File: config.mk
export PLATFORM = sky130hd
export DESIGN_NAME = tdr_readout
export DESIGN_NICKNAME = d
export VERILOG_FILES = /design/src/hdl/tdr_pkg.sv /design/src/hdl/tdr_readout.sv
export SDC_FILE = /design/constraint.sdc
export NUM_CORES = 1
export LEC_CHECK = 0
export BUFFER_PORTS_ARGS = -buffer_cell sky130_fd_sc_hd__buf_2
export CAP_MARGIN = 0
export CELL_PAD_IN_SITES_DETAIL_PLACEMENT = 2
export CELL_PAD_IN_SITES_GLOBAL_PLACEMENT = 2
export CORE_MARGIN = 1
export CORE_UTILIZATION = 25
export CTS_CLUSTER_DIAMETER = 80
export DETAILED_ROUTE_END_ITERATION = 7
export PLACE_DENSITY_LB_ADDON = 0.1
export SLEW_MARGIN = 20
export SYNTH_ARGS = -nofsm -noshare
export SYNTH_HDL_FRONTEND = slang
export SYNTH_SLANG_ARGS = --single-unit
File: constraint.sdc
create_clock -name i_clk -period 3.2 [get_ports i_clk]
set_clock_uncertainty 0.05 [all_clocks]
set_input_delay 0.32 -clock i_clk [delete_from_list [all_inputs] [get_ports i_clk]]
set_output_delay 0.32 -clock i_clk [all_outputs]
set_load 0.01 [all_outputs]
File: src/hdl/tdr_pkg.sv
// Constants shared by the temperature readout and override register block.
`default_nettype none
package tdr_pkg;
    // ------------------------------------------------------------
    // Register map
    // ------------------------------------------------------------
    localparam logic [7:0] A_TEMP_HI = 8'h00;
    localparam logic [7:0] A_TEMP_LO = 8'h01;
    localparam logic [7:0] A_CH0_HI = 8'h02;
    localparam logic [7:0] A_CH0_LO = 8'h03;
    localparam logic [7:0] A_CH1_HI = 8'h04;
    localparam logic [7:0] A_CH1_LO = 8'h05;
    localparam logic [7:0] A_STATUS = 8'h07;
    localparam logic [7:0] A_OVR_SEL = 8'h08;
    localparam logic [7:0] A_GATE = 8'h11;
    // Forced temperature, forced code 0, forced code 1: high byte, low byte follows.
    localparam int OVR_N = 3;
    localparam logic [7:0] A_OVR_HI [OVR_N] = '{8'h09, 8'h0b, 8'h0d};
    localparam logic [7:0] A_OVR_LO [OVR_N] = '{8'h0a, 8'h0c, 8'h0e};
    localparam int OVR_TEMP = 0;
    localparam int OVR_CH0 = 1;
    localparam int OVR_CH1 = 2;
    // ------------------------------------------------------------
    // Fields and values
    // ------------------------------------------------------------
    localparam int SEL_TEMP_BIT = 0;
    localparam int SEL_CODE_BIT = 1;
    localparam logic [7:0] PWD_FIRST = 8'hcd;
    localparam logic [7:0] PWD_PRIV = 8'hf0;
    localparam logic [7:0] PWD_MID = 8'hef;
    localparam logic [1:0] LVL_OPEN = 2'h0;
    localparam logic [1:0] LVL_MID = 2'h1;
    localparam logic [1:0] LVL_PRIV = 2'h3;
    localparam logic [7:0] STATUS_RST = 8'h01;
    localparam logic [7:0] STATUS_OK = 8'h00;
    localparam logic [1:0] SEL_RST = 2'h0;
    localparam logic [11:0] WORD_RST = 12'h000;
    localparam logic [7:0] RD_RST = 8'h00;
    // ------------------------------------------------------------
    // Timing
    // ------------------------------------------------------------
    localparam int CLK_KHZ = 100000;
    localparam int SAMPLE_MS = 25;
    localparam int SAMPLE_CYC = SAMPLE_MS * CLK_KHZ;
    localparam int CNT_W = 22;
endpackage
`default_nettype wire

File: src/hdl/tdr_readout.sv
// Temperature sample and dual DAC code readout with host override registers.
`default_nettype none
module tdr_readout #(
    parameter int unsigned SAMPLE_CYC = tdr_pkg::SAMPLE_CYC
) (
    input wire logic i_clk,
    input wire logic i_rstn,
    input wire logic i_wr_stb,
    input wire logic i_rd_stb,
    input wire logic [7:0] i_addr,
    input wire logic [7:0] i_wdata,
    output logic [7:0] o_rdata,
    output logic o_rd_valid,
    output logic o_sample_req,
    input wire logic i_sample_stb,
    input wire logic [11:0] i_sample,
    input wire logic i_sensor_ready,
    input wire logic i_lut_stb,
    input wire logic [11:0] i_lut_code0,
    input wire logic [11:0] i_lut_code1,
    output logic [11:0] o_lut_index,
    output logic [11:0] o_dac0_code,
    output logic [11:0] o_dac1_code
);
    import tdr_pkg::*;

    function automatic logic hit(input logic stb, input logic [7:0] a, input logic [7:0] off);
        return stb && (a == off);
    endfunction

    // ------------------------------------------------------------
    // Access decode
    // ------------------------------------------------------------
    wire logic rd_th = hit(i_rd_stb, i_addr, A_TEMP_HI);
    wire logic rd_tl = hit(i_rd_stb, i_addr, A_TEMP_LO);
    wire logic rd_c0h = hit(i_rd_stb, i_addr, A_CH0_HI);
    wire logic rd_c0l = hit(i_rd_stb, i_addr, A_CH0_LO);
    wire logic rd_c1h = hit(i_rd_stb, i_addr, A_CH1_HI);
    wire logic rd_c1l = hit(i_rd_stb, i_addr, A_CH1_LO);
    wire logic wr_sel = hit(i_wr_stb, i_addr, A_OVR_SEL);
    wire logic wr_gate = hit(i_wr_stb, i_addr, A_GATE);

    // ------------------------------------------------------------
    // Sample request timer
    // ------------------------------------------------------------
    logic [CNT_W-1:0] tick_ff;
    wire logic tick_end = (tick_ff == CNT_W'(SAMPLE_CYC - 1));
    wire logic [CNT_W-1:0] nxt_tick = tick_end ? '0 : tick_ff + 1'b1;

    always_ff @(posedge i_clk or negedge i_rstn) begin
        if (!i_rstn) begin
            tick_ff <= '0;
            o_sample_req <= 1'b0;
        end else begin
            tick_ff <= nxt_tick;
            o_sample_req <= tick_end;
        end
    end

    // ------------------------------------------------------------
    // Live values, snapshots and sensor status
    // ------------------------------------------------------------
    logic [11:0] live_temp_ff, live0_ff, live1_ff;
    logic [11:0] snap_temp_ff, snap0_ff, snap1_ff;
    logic pend_t_ff, pend0_ff, pend1_ff;
    logic [7:0] status_ff;

    wire logic [11:0] nxt_live_temp = i_sample_stb ? i_sample : live_temp_ff;
    wire logic [11:0] nxt_live0 = i_lut_stb ? i_lut_code0 : live0_ff;
    wire logic [11:0] nxt_live1 = i_lut_stb ? i_lut_code1 : live1_ff;
    // A temperature high read freezes all three words; a code high read
    // while its own pair is not pending freezes that pair only.
    wire logic snap0_take = rd_th || (rd_c0h && !pend0_ff);
    wire logic snap1_take = rd_th || (rd_c1h && !pend1_ff);
    wire logic [11:0] nxt_snap_temp = rd_th ? live_temp_ff : snap_temp_ff;
    wire logic [11:0] nxt_snap0 = snap0_take ? live0_ff : snap0_ff;
    wire logic [11:0] nxt_snap1 = snap1_take ? live1_ff : snap1_ff;
    wire logic nxt_pend_t = rd_th ? 1'b1 : (rd_tl ? 1'b0 : pend_t_ff);
    wire logic nxt_pend0 = (rd_th || rd_c0h) ? 1'b1 : (rd_c0l ? 1'b0 : pend0_ff);
    wire logic nxt_pend1 = (rd_th || rd_c1h) ? 1'b1 : (rd_c1l ? 1'b0 : pend1_ff);
    wire logic [7:0] nxt_status = (i_sample_stb && i_sensor_ready) ? STATUS_OK : status_ff;

    always_ff @(posedge i_clk or negedge i_rstn) begin
        if (!i_rstn) begin
            live_temp_ff <= WORD_RST;
            live0_ff <= WORD_RST;
            live1_ff <= WORD_RST;
            snap_temp_ff <= WORD_RST;
            snap0_ff <= WORD_RST;
            snap1_ff <= WORD_RST;
            pend_t_ff <= 1'b0;
            pend0_ff <= 1'b0;
            pend1_ff <= 1'b0;
            status_ff <= STATUS_RST;
        end else begin
            live_temp_ff <= nxt_live_temp;
            live0_ff <= nxt_live0;
            live1_ff <= nxt_live1;
            snap_temp_ff <= nxt_snap_temp;
            snap0_ff <= nxt_snap0;
            snap1_ff <= nxt_snap1;
            pend_t_ff <= nxt_pend_t;
            pend0_ff <= nxt_pend0;
            pend1_ff <= nxt_pend1;
            status_ff <= nxt_status;
        end
    end

    // ------------------------------------------------------------
    // Access gate and override select
    // ------------------------------------------------------------
    logic armed_ff;
    logic [1:0] level_ff;
    logic [1:0] sel_ff;
    wire logic priv = (level_ff == LVL_PRIV);
    wire logic [1:0] nxt_level = (wr_gate && armed_ff && i_wdata == PWD_PRIV) ? LVL_PRIV :
        (wr_gate && armed_ff && i_wdata == PWD_MID) ? (level_ff | LVL_MID) : level_ff;
    wire logic nxt_armed = wr_gate ? (i_wdata == PWD_FIRST) : armed_ff;
    // Reserved select bits are never stored, so they cannot steer anything.
    wire logic [1:0] nxt_sel = (wr_sel && priv) ? i_wdata[1:0] : sel_ff;

    always_ff @(posedge i_clk or negedge i_rstn) begin
        if (!i_rstn) begin
            armed_ff <= 1'b0;
            level_ff <= LVL_OPEN;
            sel_ff <= SEL_RST;
        end else begin
            armed_ff <= nxt_armed;
            level_ff <= nxt_level;
            sel_ff <= nxt_sel;
        end
    end

    // ------------------------------------------------------------
    // Override data words
    // ------------------------------------------------------------
    logic [11:0] ovr_ff [OVR_N];
    logic [3:0] hold_hi_ff [OVR_N];

    for (genvar g = 0; g < OVR_N; g++) begin : g_ovr
        wire logic wr_hi = hit(i_wr_stb, i_addr, A_OVR_HI[g]) && priv;
        wire logic wr_lo = hit(i_wr_stb, i_addr, A_OVR_LO[g]) && priv;
        wire logic [3:0] nxt_hold_hi = wr_hi ? i_wdata[3:0] : hold_hi_ff[g];
        wire logic [11:0] nxt_ovr = wr_lo ? {hold_hi_ff[g], i_wdata} : ovr_ff[g];

        always_ff @(posedge i_clk or negedge i_rstn) begin
            if (!i_rstn) begin
                hold_hi_ff[g] <= 4'h0;
                ovr_ff[g] <= WORD_RST;
            end else begin
                hold_hi_ff[g] <= nxt_hold_hi;
                ovr_ff[g] <= nxt_ovr;
            end
        end
    end

    // ------------------------------------------------------------
    // Read data selection
    // ------------------------------------------------------------
    wire logic [11:0] tl_src = pend_t_ff ? snap_temp_ff : live_temp_ff;
    wire logic [11:0] c0_src = pend0_ff ? snap0_ff : live0_ff;
    wire logic [11:0] c1_src = pend1_ff ? snap1_ff : live1_ff;
    // Registers with no storage of their own, and unmapped ones, read as zero.
    wire logic [7:0] nxt_rdata =
        (i_addr == A_TEMP_HI) ? {4'h0, live_temp_ff[11:8]} :
        (i_addr == A_TEMP_LO) ? tl_src[7:0] :
        (i_addr == A_CH0_HI) ? {4'h0, c0_src[11:8]} :
        (i_addr == A_CH0_LO) ? c0_src[7:0] :
        (i_addr == A_CH1_HI) ? {4'h0, c1_src[11:8]} :
        (i_addr == A_CH1_LO) ? c1_src[7:0] :
        (i_addr == A_STATUS) ? status_ff :
        (i_addr == A_OVR_SEL) ? {6'h00, sel_ff} :
        (i_addr == A_OVR_HI[OVR_TEMP]) ? {4'h0, ovr_ff[OVR_TEMP][11:8]} :
        (i_addr == A_OVR_LO[OVR_TEMP]) ? ovr_ff[OVR_TEMP][7:0] :
        (i_addr == A_OVR_HI[OVR_CH0]) ? {4'h0, ovr_ff[OVR_CH0][11:8]} :
        (i_addr == A_OVR_LO[OVR_CH0]) ? ovr_ff[OVR_CH0][7:0] :
        (i_addr == A_OVR_HI[OVR_CH1]) ? {4'h0, ovr_ff[OVR_CH1][11:8]} :
        (i_addr == A_OVR_LO[OVR_CH1]) ? ovr_ff[OVR_CH1][7:0] :
        (i_addr == A_GATE) ? {6'h00, level_ff} : RD_RST;

    // ------------------------------------------------------------
    // Data path selection
    // ------------------------------------------------------------
    // Select value 0x03 is outside the host contract; both overrides then apply.
    wire logic [11:0] nxt_index = sel_ff[SEL_TEMP_BIT] ? ovr_ff[OVR_TEMP] : live_temp_ff;
    wire logic [11:0] nxt_dac0 = sel_ff[SEL_CODE_BIT] ? ovr_ff[OVR_CH0] : live0_ff;
    wire logic [11:0] nxt_dac1 = sel_ff[SEL_CODE_BIT] ? ovr_ff[OVR_CH1] : live1_ff;

    always_ff @(posedge i_clk or negedge i_rstn) begin
        if (!i_rstn) begin
            o_rdata <= RD_RST;
            o_rd_valid <= 1'b0;
            o_lut_index <= WORD_RST;
            o_dac0_code <= WORD_RST;
            o_dac1_code <= WORD_RST;
        end else begin
            o_rdata <= i_rd_stb ? nxt_rdata : o_rdata;
            o_rd_valid <= i_rd_stb;
            o_lut_index <= nxt_index;
            o_dac0_code <= nxt_dac0;
            o_dac1_code <= nxt_dac1;
        end
    end

    logic [7:0] rd_addr_ff;
    always_ff @(posedge i_clk or negedge i_rstn) begin
        if (!i_rstn) begin
            rd_addr_ff <= 8'h00;
        end else begin
            rd_addr_ff <= i_rd_stb ? i_addr : rd_addr_ff;
        end
    end
endmodule
`default_nettype wire

==> results of run 1 <==
[registers in the layout (all words and copies together) (netlist names), 12 cells and up]
signal	flops
hold_hi_ff	12
o_dac0_code	12
snap1_ff	12
ovr_ff	36
o_dac1_code	12
tick_ff	22
live0_ff	12
live1_ff	12
snap0_ff	12
live_temp_ff	12
o_lut_index	12
[metrics by stage]
stage          worst slack, ps  area (sq um)  instances   util  hold slack [ps]
6_report                   740         10400       1245  0.307             46.6
5_1_grt                    626         10400       1244  0.306             32.5
4_1_cts                    737         10400       1244  0.306             23.1
3_5_place_dp               382          9700       1210  0.287              415
3_3_place_gp               436          9700       1210  0.287              396
2_1_floorplan             1030          8650        679      -            -25.6
[cell families (layout without fill, tap and decap cells)]
kind of cell	after synthesis	count (layout)	share of synthesized area
AO/OA/AOI/OAI	81	81	0.0630
XOR/XNOR	18	18	0.0182
adder cells (fa/ha/maj)	1	1	0.00145
buffers and inverters	39	156	0.0201
flip-flops	193	193	0.558
multiplexers	184	184	0.244
other	0	1	0
AND/OR/NAND/NOR	163	163	0.0947
[area by class of cell]
cell class,instances,area share
Sequential cell,193,0.467
Clock buffer,18,0.0424
Tap cell,448,0.0541
Clock inverter,14,0.0191
Multi-Input combinational cell,447,0.352
Antenna cell,1,0.000242
Timing Repair Buffer,118,0.0630
Inverter,6,0.00217
[critical path, cell delays in order (launching register included)]
cell and delay (ps):
dfrtp_1 770, mux2_2 430, a21oi_1 280, o221ai_1 180, o21ai_0 170, a2111oi_0 160
a221o_1 290
[Yosys cell counts (4+ instances only)]
cell type  instances
dfrtp_1          192
a21oi_1           13
buf_1              8
nor2_1            26
nand4_1            5
clkbuf_1          14
nand2b_1           7
o2bb2ai_1          4
nand3_1           22
mux2_1             5
nor4b_1            4
o22ai_1            4
mux2i_1           23
mux2_4            10
xor2_1             7
a22oi_1            5
buf_2              7
inv_1              4
nand2_1           58
a211oi_1           5
nor2b_1           11
nor3_1             6
mux2_2           143
o21ai_0           25
xnor2_1           11
and3_1            12
[per-layer routing]
metal / up-vias / GRT usage
li1: 2666 / -
met1: 3101 / 0.219
met2: 110 / 0.259
met3: 19 / 0.0298
met4: 0 / 0.0488
met5: - / 0
[worst max path at each step]
| stage | slack (ps) | end | from |
|---|---|---|---|
| CTS | 740 | o_rdata[2]$_DFFE_PN0P_ | pend0_ff$_DFFE_PN0P_ |
| floorplan | 1030 | ovr_ff[26]$_DFFE_PN0P_ | i_addr[4] |
| global placement | 440 | ovr_ff[24]$_DFFE_PN0P_ | i_addr[4] |
| finish | 740 | o_rdata[2]$_DFFE_PN0P_ | pend0_ff$_DFFE_PN0P_ |
| detailed placement | 380 | ovr_ff[29]$_DFFE_PN0P_ | i_addr[4] |
| global route | 630 | o_rdata[2]$_DFFE_PN0P_ | pend0_ff$_DFFE_PN0P_ |
[power groups by stage]
stage                     logic, uW  registers [uW]  clock network, uW
final                           519            2680               2350
after global routing            573            2700               2510
after CTS                       536            2680               2430
after detailed placement        529            2730                  0
after global placement          517            2720                  0
after floorplan                 275            2690                  0
==> metrics.cfg, run 1 <==
[synthesis]
synth.ff_latch_count=193
syn_area_per_cell_sq_um=12.7
ys_warn_count=0
netlist_instances=679
synth-main-ff-cell=dfrtp_1
synth_fp_nets=739
ys_async_sr_fraction=1.00
seq_area_frac_synth=0.558
synthesis.area_sq_um=8650
synth.area.top_cells=dfrtp_1 56%, mux2_2 19%, mux2i_1 2.7%
netlist-cell-type-count=63
synth-edff-count=0
synth_top_cell_by_area=dfrtp_1
synth_top_area_frac=0.555

[sta]
finalCriticalPeriod_ps=2460
period_share=0.769
slew_viol_final=0
setup_violations=0
rsz0062_at_grt=no
fin_tns_setup_ps=0
worstMarginPinSlew_ps=827
relSlewSlack=0.449
timing.fmax_mhz=407
hold_viol=0

[cts]
cts-root-buf=clkbuf_16
cts_sinks=193
ctsHoldBuffers=2
path_clk_slew_ps=70
htreeDepth=4
cts_buffer_depth=2
post_cts_buffers=0
clock_latency_ps=450
cts_repair_resize_count=0
cts_tree=done
numCtsBuffers=17

[placed_design]
gp_congestion=0.841
dp_hpwl_microns=20100
port_buffers=104

[flow_run]
maxCapViolations=0

[power]
p_int_uw=4150
share_seq_of_total_power=0.483
swShare=0.252
combPwrFrac=0.094
p_leak_uw=0.00471
p_clk_frac=0.424
power.switching_uw=1400
power_uw=5550
vdd_drop_max_uv=369
powerDensity_nw_per_um2=536

[worst_hold_path]
whs_endpoint=live_temp_ff[0]$_DFFE_PN0P_
min_from=i_sample[0]
hold_depth=2
hp-class=in -> reg

[layout]
final_common_cell=dfrtp_1
nFillCells=3550
layout_common_cells=192 x dfrtp_1, 143 x mux2_2, 103 x buf_2, 58 x nand2_1, 26 x nor2_1
seqCellArea_sq_um=4830
fin_nets=843
multiInputGateArea_sq_um=3650
area_growth_pct=19.6
drive_gt1_frac=0.389

[global_routing]
grt_pass1_vias=6671
grt_max_degree=94
grt_pass1_wl_microns=42600
grt_use_total=0.161
overflow=0
antenna_found_initial=1

[die]
die_area_sq_um=35400
core-area_sq_um=33800
fp.dieW_microns=188
initial_core_util=0.256
io_pins=105
rows=67
die_y_microns=188

[setup_path]
critPathKind=reg -> reg
endpoint_kind=register
worstPathRequired_ps=3480
worst_ep_arrival_time_ps=2740
rr_endpoint=o_rdata[2]$_DFFE_PN0P_
crit_path_start_kind=register
ff2ff_path_depth=6
r2r_start=pend0_ff$_DFFE_PN0P_
rrSetupSlack_ps=740
worst-path-max-fanout=15

[drt]
met2WireLength_microns=12800
drtPass1Iterations=4
routedWlPerCell_microns=21.7
wl_microns=27000
final_antenna_net_count=0
routed.top_layer=met4
wl_met1_microns=12800
drcViolationCount=0
first_iter_violations=236
dr_total_vias=5896
route.met3.wl_microns=1120
vias_per_cell=4.74

[status]
status=finished clean

(Power assumes the default switching activity.)
==> inputs of run 2 (changes only) <==
ABC_AREA = 1   (was default)
clock period = 2.5 ns   (was 3.2 ns; I/O delays follow)
==> metrics.cfg, run 2 <==
[sta]
fin_hold_ws_ps=18.8  ; -27.8 ps
fin_tns_setup_ps=0  ; unchanged
timing.fmax_mhz=504  ; +24%
finalCriticalPeriod_ps=1980  ; -475 ps
period_share=0.794  ; +0.0252
relSlewSlack=0.415  ; -0.0342
worstMarginPinSlew_ps=878  ; +51.2 ps
slew_viol_final=0  ; unchanged
rsz0062_at_grt=no
setup_violations=0  ; unchanged
hold_viol=0  ; unchanged

[layout]
layout_common_cells=271 x nand2_1, 192 x dfrtp_1, 157 x o21ai_0, 103 x buf_2, 90 x inv_1
nFillCells=3865  ; +8.9%
fin_nets=1191  ; +41%
area_growth_pct=23.2
drive_gt1_frac=0.171  ; -0.218
final_util=0.316  ; +0.00963
largestRegisters=ovr_ff x36, tick_ff x22
num_antenna_cells=0  ; -1
top_register=ovr_ff
largest_reg_flops=36  ; unchanged
final_common_cell=nand2_1

[synthesis]
seq_area_frac_synth=0.557  ; -0.000886
synth_fp_nets=1051  ; +42%
synth_top_cell_by_area=dfrtp_1
synthesis.area_sq_um=8670  ; +0.16%
netlist-cell-type-count=45  ; -29%
ys_warn_count=0  ; unchanged
ys_async_sr_fraction=1.00  ; unchanged
synth.ff_latch_count=193  ; unchanged
synth_top_area_frac=0.554  ; -0.000881
yosysMostFrequentCell=nand2_1
synth-edff-count=0  ; unchanged
synth-main-ff-cell=dfrtp_1
synth.area.top_cells=dfrtp_1 55%, nand2_1 12%, o21ai_0 9.1%
netlist_instances=991  ; +46%
synth_common_cells=271 x nand2_1, 192 x dfrtp_1, 157 x o21ai_0
syn_area_per_cell_sq_um=8.75  ; -31%

[cts]
cts-root-buf=clkbuf_16
htreeDepth=4  ; unchanged
cts_buffer_depth=2  ; unchanged
clock_latency_ps=450  ; about the same
cts_repair_resize_count=0  ; unchanged
cts_sinks=193  ; unchanged
cts_tree=done
path_clk_slew_ps=70  ; about the same
numCtsBuffers=17  ; unchanged

[drt]
routedWlPerCell_microns=19.1  ; -12%
dr_total_vias=7245  ; +23%
first_iter_violations=295  ; +25%
drtPass1Iterations=4  ; unchanged
wl_microns=30400  ; +13%
drcViolationCount=0  ; unchanged
vias_per_cell=4.55  ; -3.8%
final_antenna_net_count=0  ; unchanged

[worst_hold_path]
hp-class=in -> reg

[die]
initial_core_util=0.257  ; +0.000407
io_pins=105  ; unchanged
die_y_microns=188  ; about the same
die_area_sq_um=35400  ; +0.15%
rows=67  ; unchanged
fp.dieW_microns=188  ; about the same
core-area_sq_um=33800  ; unchanged

[power]
powerDensity_nw_per_um2=624  ; +17%
p_leak_uw=0.00505  ; +7.1%
power_uw=6670  ; +20%
vdd_drop_max_uv=479  ; +30%

[setup_path]
critPathKind=reg -> reg
crit_chain=ha_1, nand3_2, nor2_1, inv_1, nor2_2, nand2_2, nor4_4, nand3_1, and3b_1
crit_path_start_kind=register
slowest_stage=dfrtp_1
worst-path-max-fanout=5  ; -10
max_stage_delay_ps=380  ; -390 ps
worstPathRequired_ps=2780  ; -700 ps
endpoint_kind=register
worst_ep_arrival_time_ps=2270  ; -470 ps

[global_routing]
grt_max_degree=62  ; -34%
antenna_found_initial=0  ; -1
grt_use_total=0.181  ; +0.0197
grt_pass1_wl_microns=48100  ; +13%
overflow=0  ; unchanged
grt_pass1_vias=7867  ; +18%

[status]
status=finished clean

[placed_design]
port_buffers=104  ; unchanged
gp_congestion=0.800  ; -4.8%
dp_hpwl_microns=22900  ; +14%

[flow_run]
maxCapViolations=0  ; unchanged

## run 2: changes by cell type in the layout (fill, tap and decap cells not counted), sizes merged, moves of 12 or more
| cell | before | now |
|---|---|---|
| o21ai | 25 | 175 |
| and3 | 12 | 0 |
| nand2 | 58 | 277 |
| inv | 10 | 102 |
| mux2 | 158 | 11 |
| nor2 | 26 | 57 |
| mux2i | 23 | 0 |
| dlygate4sd3 | 2 | 37 |
## run 2: logic make-up after synthesis
kind of cell	Yosys count	share of synthesized area
muxes	11	0.0160
buffers and inverters	138	0.0618
adders and majority gates	1	0.00144
and+or+nand+nor	412	0.214
AOI/OAI and AO/OA	223	0.136
xor gates and xnor gates	13	0.0131
DFF	193	0.557
## run 2: final timing paths
check	startpoint	to	slack [ps]	depth (start not counted)
min in group asynchronous	i_rstn	tick_ff[6]$_DFF_PN0_	310	2
hold reg to reg	snap1_ff[10]$_DFFE_PN0P_	snap1_ff[10]$_DFFE_PN0P_	440	2
setup reg to reg	tick_ff[0]$_DFF_PN0_	tick_ff[18]$_DFF_PN0_	520	9
hold / removal	i_lut_code0[0]	live0_ff[0]$_DFFE_PN0P_	20	3
max in group asynchronous	i_rstn	status_ff[0]$_DFFE_PN1P_	1370	3
setup / recovery	tick_ff[0]$_DFF_PN0_	tick_ff[18]$_DFF_PN0_	520	9
## run 2: layer usage
| layer | vias up | part of all wire | GRT usage |
|---|---|---|---|
| li1 | 3501 | - | - |
| met1 | 3625 | 0.50 | 0.252 |
| met2 | 99 | 0.47 | 0.293 |
| met3 | 20 | 0.023 | 0.0253 |
| met4 | 0 | 0.014 | 0.0482 |
| met5 | - | 0 | 0 |
## run 2: worst max-delay path: cells and delay by family (launching register included)
kind	cells	cell delay [ps]
simple gates	7	1100
fa+ha+maj	1	250
buf+inv	1	90
flops	1	380
## run 2: area by class of cell
class / count / area (sq um) / area share
Timing Repair Buffer: 156 / 1060 / 0.0995
Inverter: 103 / 387 / 0.0362
Sequential cell: 193 / 4830 / 0.452
Multi-Input combinational cell: 660 / 3300 / 0.309
Clock inverter: 11 / 81.3 / 0.00761
Clock buffer: 20 / 457 / 0.0428
Tap cell: 448 / 561 / 0.0525
## run 2: what timing repair did
item	CTS	global route
setup buffers	0	0
endpoints found under the hold margin	93	0
hold buffers	37	0
## run 2: through the flow
step	instances	worst slack [ps]	cell area [sq um]
floorplan	991	783	8670
detailed placement	1523	293	9770
CTS	1591	457	10700
global placement	1523	301	9770
finish	1591	515	10700
global route	1591	318	10700
## run 2: report_power, final
| group | switching (uW) | total [uW] | internal (uW) |
|---|---|---|---|
| combinational | 432 | 649 | 216 |
| clock | 1310 | 2640 | 1330 |
| sequential | 101 | 3380 | 3280 |
